===== src/pkg/trim_params.svh =====
`ifndef TRIM_PARAMS_SVH
`define TRIM_PARAMS_SVH

// Register location on the device register map
`define TRIM_CTRL_OFFSET 8'h0A
`define TRIM_CTRL_RESET 16'h0000

// Field positions inside trim_control
`define TRIM_OP_MSB 15
`define TRIM_OP_LSB 14
`define TRIM_RSVD_MSB 13
`define TRIM_RSVD_LSB 10
`define OSC_TRIM_MSB 9
`define OSC_TRIM_LSB 3
`define TRIM_VREG_MSB 2
`define TRIM_VREG_LSB 0

// Field reset values
`define TRIM_OP_RESET 2'h0
`define OSC_TRIM_RESET 7'h00
`define TRIM_VREG_RESET 3'h0
`define TRIM_RSVD_READ 4'h0

`endif


===== src/pkg/trim_pkg.sv =====
`default_nettype none

package trim_pkg;

  typedef enum logic [1:0] {
    OP_NONE     = 2'h0,
    OP_RELOAD   = 2'h1,
    OP_READBACK = 2'h2,
    OP_WRITE    = 2'h3
  } trim_op_t;

  // Oscillator frequency trim and 1.8 V regulator trim
  typedef struct packed {
    logic [6:0] osc;
    logic [2:0] vreg;
  } trim_t;

  // Register access as delivered by the serial front end
  typedef struct packed {
    logic wr;
    logic rd;
    logic [7:0] addr;
    logic [15:0] wdata;
  } reg_req_t;

  typedef struct packed {
    logic ack;
    logic [15:0] rdata;
  } reg_rsp_t;

  typedef enum logic [4:0] {
    ST_PWRUP = 5'b00001,
    ST_IDLE  = 5'b00010,
    ST_FUSE  = 5'b00100,
    ST_WRITE = 5'b01000,
    ST_COPY  = 5'b10000
  } seq_state_t;

endpackage : trim_pkg

`default_nettype wire


===== src/hdl/trim_fuse_access_control.sv =====
// Function
// - Trim block holds 7-bit oscillator trim and 3-bit regulator trim.
// - Operation code returns to zero once its operation completes.
// - Code zero: fuses latched into trim block at power-up; a write stores the fields only.
// - Code one: reload trim block from fuses, then copy it to fields.
// - Code two: copy trim block to fields, trim block unchanged.
// - Code three: write fields into trim block, then copy it back.
`include "trim_params.svh"
`default_nettype none

module trim_fuse_access_control
  import trim_pkg::*;
(
  // Clock and reset
  input wire logic clk,
  input wire logic rst,
  // Register access
  input wire reg_req_t req_i,
  output var reg_rsp_t rsp_o,
  // Fuse array and trim targets
  input wire trim_t fuse_i,
  output var trim_t trim_o,
  output logic busy_o
);

  seq_state_t state_q, state_d;
  trim_op_t op_q, op_d;
  trim_t fld_q, fld_d;
  trim_t blk_q, blk_d;
  reg_rsp_t rsp_q, rsp_d;
  logic hit;
  logic wr_hit;
  logic rd_hit;
  trim_op_t wr_op;
  trim_t wr_fld;
  logic [15:0] ctrl_view;

  assign hit = (req_i.addr == `TRIM_CTRL_OFFSET);
  assign wr_hit = req_i.wr && hit;
  assign rd_hit = req_i.rd && hit;
  // Write data split into code and fields
  assign wr_op = trim_op_t'(req_i.wdata[`TRIM_OP_MSB:`TRIM_OP_LSB]);
  assign wr_fld.osc = req_i.wdata[`OSC_TRIM_MSB:`OSC_TRIM_LSB];
  assign wr_fld.vreg = req_i.wdata[`TRIM_VREG_MSB:`TRIM_VREG_LSB];

  // Reserved bits always read zero whatever was written
  always_comb begin
    ctrl_view = `TRIM_CTRL_RESET;
    ctrl_view[`TRIM_OP_MSB:`TRIM_OP_LSB] = op_q;
    ctrl_view[`TRIM_RSVD_MSB:`TRIM_RSVD_LSB] = `TRIM_RSVD_READ;
    ctrl_view[`OSC_TRIM_MSB:`OSC_TRIM_LSB] = fld_q.osc;
    ctrl_view[`TRIM_VREG_MSB:`TRIM_VREG_LSB] = fld_q.vreg;
  end

  // Sequencer; the operation code reads back nonzero while an operation runs
  always_comb begin
    state_d = state_q;
    op_d = op_q;
    fld_d = fld_q;
    blk_d = blk_q;
    unique case (state_q)
      ST_PWRUP: begin
        blk_d = fuse_i;
        state_d = ST_IDLE;
      end
      ST_IDLE: begin
        // Writes while busy are dropped so a running copy cannot be torn
        if (wr_hit) begin
          fld_d = wr_fld;
          op_d = wr_op;
          unique case (wr_op)
            OP_NONE: state_d = ST_IDLE;
            OP_RELOAD: state_d = ST_FUSE;
            OP_READBACK: state_d = ST_COPY;
            OP_WRITE: state_d = ST_WRITE;
          endcase
        end
      end
      ST_FUSE: begin
        blk_d = fuse_i;
        state_d = ST_COPY;
      end
      ST_WRITE: begin
        blk_d = fld_q;
        state_d = ST_COPY;
      end
      ST_COPY: begin
        fld_d = blk_q;
        op_d = OP_NONE;
        state_d = ST_IDLE;
      end
      default: begin
        op_d = OP_NONE;
        state_d = ST_IDLE;
      end
    endcase
  end

  // Read port: one-cycle acknowledge, unmapped reads return zero
  always_comb begin
    rsp_d.ack = req_i.rd;
    rsp_d.rdata = rsp_q.rdata;
    if (req_i.rd) begin
      rsp_d.rdata = rd_hit ? ctrl_view : 16'h0000;
    end
  end

  // Sequencer state; the trim block clears on reset and reloads from fuses one cycle later
  always_ff @(posedge clk) begin
    if (rst) begin
      state_q <= ST_PWRUP;
      op_q <= OP_NONE;
      fld_q <= {`OSC_TRIM_RESET, `TRIM_VREG_RESET};
      blk_q <= {`OSC_TRIM_RESET, `TRIM_VREG_RESET};
    end else begin
      state_q <= state_d;
      op_q <= op_d;
      fld_q <= fld_d;
      blk_q <= blk_d;
    end
  end

  // Read response registers
  always_ff @(posedge clk) begin
    if (rst) begin
      rsp_q <= '0;
    end else begin
      rsp_q <= rsp_d;
    end
  end

  assign trim_o = blk_q;
  assign rsp_o = rsp_q;
  // Busy spans load and copy only; the long software wait before reading is not enforced here
  assign busy_o = (state_q != ST_IDLE);
endmodule : trim_fuse_access_control

`default_nettype wire


===== config.mk =====
export PLATFORM = sky130hd
export DESIGN_NAME = trim_fuse_access_control
export DESIGN_NICKNAME = d
export VERILOG_FILES = /design/src/pkg/trim_pkg.sv /design/src/hdl/trim_fuse_access_control.sv
export VERILOG_INCLUDE_DIRS = /design/src /design/src/pkg
export SDC_FILE = /design/constraint.sdc
export NUM_CORES = 1
export LEC_CHECK = 0
export ABC_AREA = 1
export BUFFER_PORTS_ARGS = -buffer_cell sky130_fd_sc_hd__clkbuf_2
export CORE_MARGIN = 1.5
export CORE_UTILIZATION = 53
export DETAILED_ROUTE_END_ITERATION = 16
export PLACE_DENSITY = 0.84
export RECOVER_POWER = 100
export SYNTH_ARGS = -nofsm -noshare
export SYNTH_HDL_FRONTEND = slang
export SYNTH_SLANG_ARGS = --single-unit

===== constraint.sdc =====
create_clock -name clk -period 2.22 [get_ports clk]
set_input_delay 0.333 -clock clk [delete_from_list [all_inputs] [get_ports clk]]
set_output_delay 0.333 -clock clk [all_outputs]
set_load 0.05 [all_outputs]

Word level (Yosys, flattened, before mapping)
Index checks and enable logic that the tools add are counted.

word-level totals
  logic and storage cells = 39
  bits in latches = 0
  input bits = 38
  ROM bits = 0
  output and inout port bits = 28
  flip-flop bits (word level) = 44
  bits in writable memories = 0
  memories = 0

operators by class
  multiplexer cells = 9
  $mul = 0
  $lt $le $gt $ge = 0
  eq/ne operators = 11
  shifts and indexed selects = 0
  bitwise logic cells = 1
  add/sub/neg operators = 0
  divide/modulo/power cells = 0
  reductions and logical operators = 10

operators with widths
  operator              number
  $pmux W10 S2          2
  $pmux W5 S4           1
  $mux W16              1
  $mux W10              1
  $pmux W5 S2           1
  $eq A8 B4 Y1 const B  1
  $eq A5 B1 Y1 const B  1
  $eq A5 B2 Y1 const B  1
  $eq A5 B3 Y1 const B  1
  $eq A5 B4 Y1 const B  1
  $eq A5 B5 Y1 const B  1
  $mux W5               1
  $ne A5 B2 Y1 const B  1
  $eq A2 B2 Y1 const B  2
  $pmux W2 S2           1
  $reduce_and A2 Y1     2
  $reduce_bool A2 Y1    2
  $reduce_or A2 Y1      2
  $reduce_or A3 Y1      1
  $eq A2 B1 Y1 const B  1
  $logic_and A1 B1 Y1   2
  $logic_not A2 Y1      1
  $mux W2               1
  $ne A2 B2 Y1 const B  1
  $not A1 Y1            1

Logic depth before layout (Yosys ltp)
Gate-level depths: netlist of the first run.

  depth in word-level cells = 4
  mapped depth = 9

Worst setup path before layout of the first run
OpenSTA, ideal clock, no wires.

  path kind = flip-flop to output port
  from = register state_q[2]
  to = output busy_o
  arrival time = 852 ps
  slack = 1035 ps
  cell stages (with the launch flop) = 5
  path buffers = 0
  path through = dfxtp_1 nor2_2 nand2_1 nor2_4 inv_1

between the ends
  word-level cells in the longest chain between the ends = 1

RTL lines
  what                    line                             RTL
  from (decl)             trim_fuse_access_control.sv:26   seq_state_t state_q, state_d;
  from (signal assigned)  trim_fuse_access_control.sv:116  state_q <= state_d;
  $ne A5 B2 Y1            trim_fuse_access_control.sv:135  assign busy_o = (state_q != ST_IDLE);
  to (decl)               trim_fuse_access_control.sv:23   output logic busy_o

Every way passes these cells.

Final worst setup path of the first run
Same ends and word-level chain as after synthesis.

==> metrics.txt, run 1 <==
CP Buf/Inv Count=2; final core occ=65.2%; global-route wire length before repair=7290 um; fin nets=377; Diodes inserted=0; outcome=completed; multi-input logic area=858 um^2; largest net degree at the start of global routing=41; Worst Tran Pin Value=1.11 ns; Reg area=801 um^2; Post-synth EDFFs=0; #FFs+latches synth=40; First-pass DRT Iterations=4; achievable clock frequency=546 MHz; initial antenna violation count=0; Fillers=328; HP Class=primary input to flop; relative slew slack=25.7%; Post-synth ARST share=0%; vias per inst=4.85; Resized Gates After CTS=0; detailed-route wire length=4090 um; RSZ-0062 raised after global routing=no; critical path launch point type=flop; vias=1,871; DIE AREA=0.00397 mm^2; initial core utilization=56.3%; Slowest-stage cell, CP=dfxtp_1; Clk pin slew, worst setup/hold paths=0.12 ns; Clock Sinks=40; CP Max Fanout=6; dpl hpwl=2980 um; IO Pins=66; PwrDens=655 mW/mm^2; critical path depth in cells=5; hold-fix buffers at CTS=0; R2R depth=6; H-tree depth=2; synthesized cell area=0.00191 mm^2; Max Root-Sink Buffers=2; skew final=0.0169 ns; syn_area_per_cell=6.60 um^2; Num CTS Buffers=5; Root Buffer=clkbuf_4; crit share post-route=82.5%; non-filler instance count after layout=386; final antenna-violating net count=0; postcts setup bufs=0; CP Data Arrival Time=1.50 ns; WL per Instance=10.6 um; setup_tns=0 ns; Die H=63 um; CTS tree=yes; count of final hold-check violations=0; Port Buffers=57; # rows=21; Placed Instances=378; Detailed Route Iter0 Violations=111; max-cap viol count=0; core area=0.00339 mm^2; cell family with the largest share of critical-path delay=simple AND/OR/NAND/NOR gates; Crit Path Class=flop to primary output; number of global-route vias before repair=1,681; GRT Overall Usage=22.7%; synthesis-to-layout area growth=15.9%; layout cells sized above 1=14.7%; gpl congestion=0.821; Die X=63 um; Synth Warn #=0; Crit. End Element=primary output; Final setup violation count=0; Worst Path Required=1.89 ns; DRC Markers=0; synth unique cells=23; worst vdd ir=372 uV; crit-path cells=nor2_2, nand2_1, nor2_1, inv_1, clkbuf_2; Seq/Total Area, Yosys=42.0%; Clk Latency, worst-skew pair=0.36 ns; Slew Viols, Final=0; P_leak=1.05 nW; Crit path largest cell delay=0.36 ns; top_reg_cell synth=dfxtp_1; GRT overflow=0; Worst Hold Depth=2; Tmin final=1.83 ns; Synth Instances=289
==> flip-flops by register name, summed over array words and instances (netlist names) <==
name       flops
ctrl_view     10
op_q           2
rsp_o         13
state_q        5
trim_o        10
==> power by group <==
part / internal, mW / switching, mW
combinational: 0.0571 / 0.142
sequential: 0.739 / 0.0148
clock: 0.241 / 0.255
==> metrics by stage <==
stage | setup WS [ns] | power [mW] | cell area (um^2) | hold WS [ns]
floorplan | 1.03 | 0.921 | 1920 | 0.411
global placement | 0.664 | 0.972 | 2170 | 0.451
detailed placement | 0.631 | 0.975 | 2170 | 0.455
CTS | 0.516 | 1.46 | 2250 | 0.170
global route | 0.214 | 1.51 | 2210 | 0.176
finish | 0.388 | 1.45 | 2210 | 0.181
==> layout make-up <==
| type | count | area share [%] |
|---|---|---|
| Clock buffer | 5 | 1.70 |
| Clock inverter | 3 | 2.15 |
| Inverter | 35 | 5.94 |
| Multi-Input combinational cell | 197 | 38.8 |
| Sequential cell | 40 | 36.2 |
| Tap cell | 46 | 2.60 |
| Timing Repair Buffer | 60 | 12.6 |
==> final timing paths <==
| path | to | slack [ns] | startpoint |
|---|---|---|---|
| max | busy_o | 0.39 | state_q[2] |
| min | state_q[2] | 0.18 | req_i[15] |
| max reg2reg | state_q[1] | 0.52 | state_q[2] |
| min reg2reg | rsp_o[1] | 0.46 | ctrl_view[1] |
==> Yosys cell counts, types with 3 or more instances <==
| library cell | instances | area, um^2 |
|---|---|---|
| a21oi_1 | 24 | 120 |
| buf_2 | 5 | 25.0 |
| buf_4 | 5 | 37.5 |
| clkbuf_1 | 7 | 26.3 |
| dfxtp_1 | 40 | 801 |
| inv_1 | 34 | 128 |
| nand2_1 | 70 | 263 |
| nand3_1 | 15 | 75.1 |
| nor2_1 | 42 | 158 |
| nor2_2 | 3 | 18.8 |
| o21ai_0 | 27 | 135 |
| o21ai_1 | 4 | 20.0 |
==> cells in the final DEF, fill, tap and decap left out <==
| cell type | synthesis | routed |
|---|---|---|
| nand2_1 | 70 | 70 |
| nor2_1 | 42 | 43 |
| dfxtp_1 | 40 | 40 |
| inv_1 | 34 | 34 |
| clkbuf_2 | 1 | 33 |
| o21ai_0 | 27 | 29 |
| a21oi_1 | 24 | 24 |
| clkbuf_1 | 7 | 24 |
| nand3_1 | 15 | 15 |
| clkbuf_4 | 0 | 5 |
| conb_1 | 1 | 4 |
| nor2_2 | 3 | 3 |
| buf_4 | 5 | 3 |
| nor3_1 | 1 | 2 |
| o21ai_1 | 4 | 2 |
| clkinv_4 | 0 | 2 |
| a31oi_1 | 1 | 1 |
| nor2_4 | 2 | 1 |
| nand3_2 | 1 | 1 |
| nand4_1 | 1 | 1 |
| inv_2 | 1 | 1 |
| nor4_1 | 1 | 1 |
| bufinv_16 | 0 | 1 |
==> cell families after synthesis <==
kind of cell / synth area share, %
other: 0.197
AO/OA/AOI/OAI: 14.8
buffers and inverters: 13.0
flip-flops: 42.0
AND/OR/NAND/NOR: 30.1
==> layer usage <==
| metal | GRT usage, % | routed length (um) | vias to the layer above | part of all wire [%] |
|---|---|---|---|---|
| li1 | - | - | 999 | - |
| met1 | 30.6 | 1990 | 804 | 49 |
| met2 | 35.1 | 1780 | 64 | 44 |
| met3 | 5.77 | 268 | 4 | 6.6 |
| met4 | 8.06 | 44 | 0 | 1.1 |
| met5 | 0 | 0 | - | 0 |
==> worst register-to-register path: cells and delay by family, from the launching register on <==
kind / cells / cell delay [ns]
flip-flops: 1 / 0.36
buffers and inverters: 1 / 0.06
AND/OR/NAND/NOR: 4 / 0.88
AO/OA/AOI/OAI: 1 / 0.29
(Power assumes the default switching activity.)
==> run 2, diff against run 1 <==
Settings changed: CORE_UTILIZATION 53 to 49, PLACE_DENSITY 0.84 to 0.78.
Clock period 2.22 ns to 1.8 ns, I/O delays scaled along.
==> metrics.txt, run 2 (synthesis gave the netlist of run 1 again) <==
Crit. End Element=primary output; H-tree depth=2 (unchanged); Diodes inserted=0 (unchanged); # rows=22 (+4.8%); postcts setup bufs=0 (unchanged); relative slew slack=51.3% (+26 points); Num CTS Buffers=5 (unchanged); GRT overflow=0 (unchanged); setup_tns=0 ns (unchanged); Root Buffer=clkbuf_8; Die X=65.4 um (+3.8%); Worst Tran Pin Value=0.731 ns (-0.374 ns); HP Class=primary input to flop; hold-fix buffers at CTS=0 (unchanged); most frequent cells in the layout=nand2_1, nor2_1, dfxtp_1; Clk Latency, worst-skew pair=0.29 ns (-0.07 ns); commonest non-fill, non-tap cell in the layout=nand2_1; global-route wire length before repair=6900 um (-5.3%); cell area after layout=0.00225 mm^2 (+1.6%); max-cap viol count=0 (unchanged); Clk pin slew, worst setup/hold paths=0.07 ns (-0.05 ns); Resized Gates After CTS=0 (unchanged); DIE AREA=0.00428 mm^2 (+7.8%); Final setup violation count=0 (unchanged); final core occ=60.9% (-4.3 points); initial antenna violation count=0 (unchanged); P_leak=1.06 nW (+1.1%); Max Root-Sink Buffers=2 (unchanged); max reg flops=13 (unchanged); First-pass DRT Iterations=4 (unchanged); DP Area=0.00218 mm^2 (+0.46%); vias=1,810 (-3.3%); DRC Markers=0 (unchanged); Placed Instances=381 (+0.79%); Crit path largest cell delay=0.34 ns (-0.02 ns); Worst Path Required=1.53 ns (-0.36 ns); non-filler instance count after layout=389 (+0.78%); detailed-route wire length=4070 um (-0.42%); Clock Sinks=40 (unchanged); Slowest-stage cell, CP=dfxtp_1; crit share post-route=87.7%; fin nets=378 (+0.27%); worst vdd ir=493 uV (+33%); achievable clock frequency=634 MHz; RSZ-0062 raised after global routing=no; initial core utilization=51.7% (-4.6 points); largest net degree at the start of global routing=41 (unchanged); synthesis-to-layout area growth=17.7%; CP Max Fanout=6 (unchanged); Die H=65.4 um (+3.8%); IO Pins=66 (unchanged); Fillers=375 (+14%); PwrDens=847 mW/mm^2 (+29%); count of final hold-check violations=0 (unchanged); final antenna-violating net count=0 (unchanged); crit-path cells=nor2_1, nand2_1, nor2_4, inv_1, clkbuf_2; number of global-route vias before repair=1,597 (-5.0%); Reg area=801 um^2 (unchanged); gpl congestion=0.904 (+10%); Crit Path Class=flop to primary output; WL per Instance=10.5 um (-1.2%); critical path launch point type=flop; multi-input logic area=863 um^2 (+0.58%); Port Buffers=57 (unchanged); vias per inst=4.65 (-4.0%); GRT Overall Usage=20.7% (-2.0 points); core area=0.00369 mm^2 (+8.8%); outcome=completed; CTS tree=yes; Slew Viols, Final=0 (unchanged); Detailed Route Iter0 Violations=136 (+23%); dpl hpwl=2940 um (-1.2%); layout cells sized above 1=14.4% (-0.34 points); CP Data Arrival Time=1.31 ns (-0.19 ns); skew final=0.00453 ns (-0.0124 ns); Tmin final=1.58 ns
[run 2: cell types whose count changed in the layout (fill, tap and decap cells not counted), sizes merged]
cell / before / now
clkbuf: 62 / 64
buf: 3 / 2
clkinv: 2 / 1
clkinvlp: 0 / 1
[run 2: final timing paths]
check	startpoint	to	slack, ns	depth (start not counted)
min reg2reg	ctrl_view[8]	rsp_o[8]	0.47	2
max reg2reg	state_q[3]	state_q[1]	0.28	6
max	state_q[3]	busy_o	0.22	5
min	req_i[15]	state_q[2]	0.20	2
[run 2: power breakdown]
| group | leakage [nW] | switching [mW] | internal, mW |
|---|---|---|---|
| clock | 0.0541 | 0.317 | 0.410 |
| combinational | 0.679 | 0.177 | 0.0703 |
| sequential | 0.326 | 0.0177 | 0.910 |
[run 2: critical path, delay by kind of cell (launching register included)]
kind	cells	cell delay [ns]
buffers and inverters	2	0.28
AND/OR/NAND/NOR	3	0.40
flip-flops	1	0.34
[run 2: layout make-up]
cell class                 instances  area share, %
clock buffer                       5           3.06
clock inverter                     3           1.89
inverter                          35           5.85
multi-input combinational        197           38.4
sequential                        40           35.7
tap                               48           2.67
timing repair buffer              61           12.4
[run 2: routing by layer]
metal | routed length (um) | global-route usage [%] | up-vias
met3 | 263 | 5.82 | 4
met4 | 46 | 7.29 | 0
met1 | 2010 | 27.6 | 755
met5 | 0 | 0 | -
met2 | 1750 | 32.3 | 56
li1 | - | - | 995
[run 2: metrics by stage]
stage / hold slack (ns) / power, mW / setup slack, ns
floorplan: 0.348 / 1.14 / 0.637
global placement: 0.447 / 1.20 / 0.334
detailed placement: 0.452 / 1.20 / 0.346
CTS: 0.188 / 1.92 / 0.239
global route: 0.207 / 1.98 / 0.0893
finish: 0.198 / 1.90 / 0.222
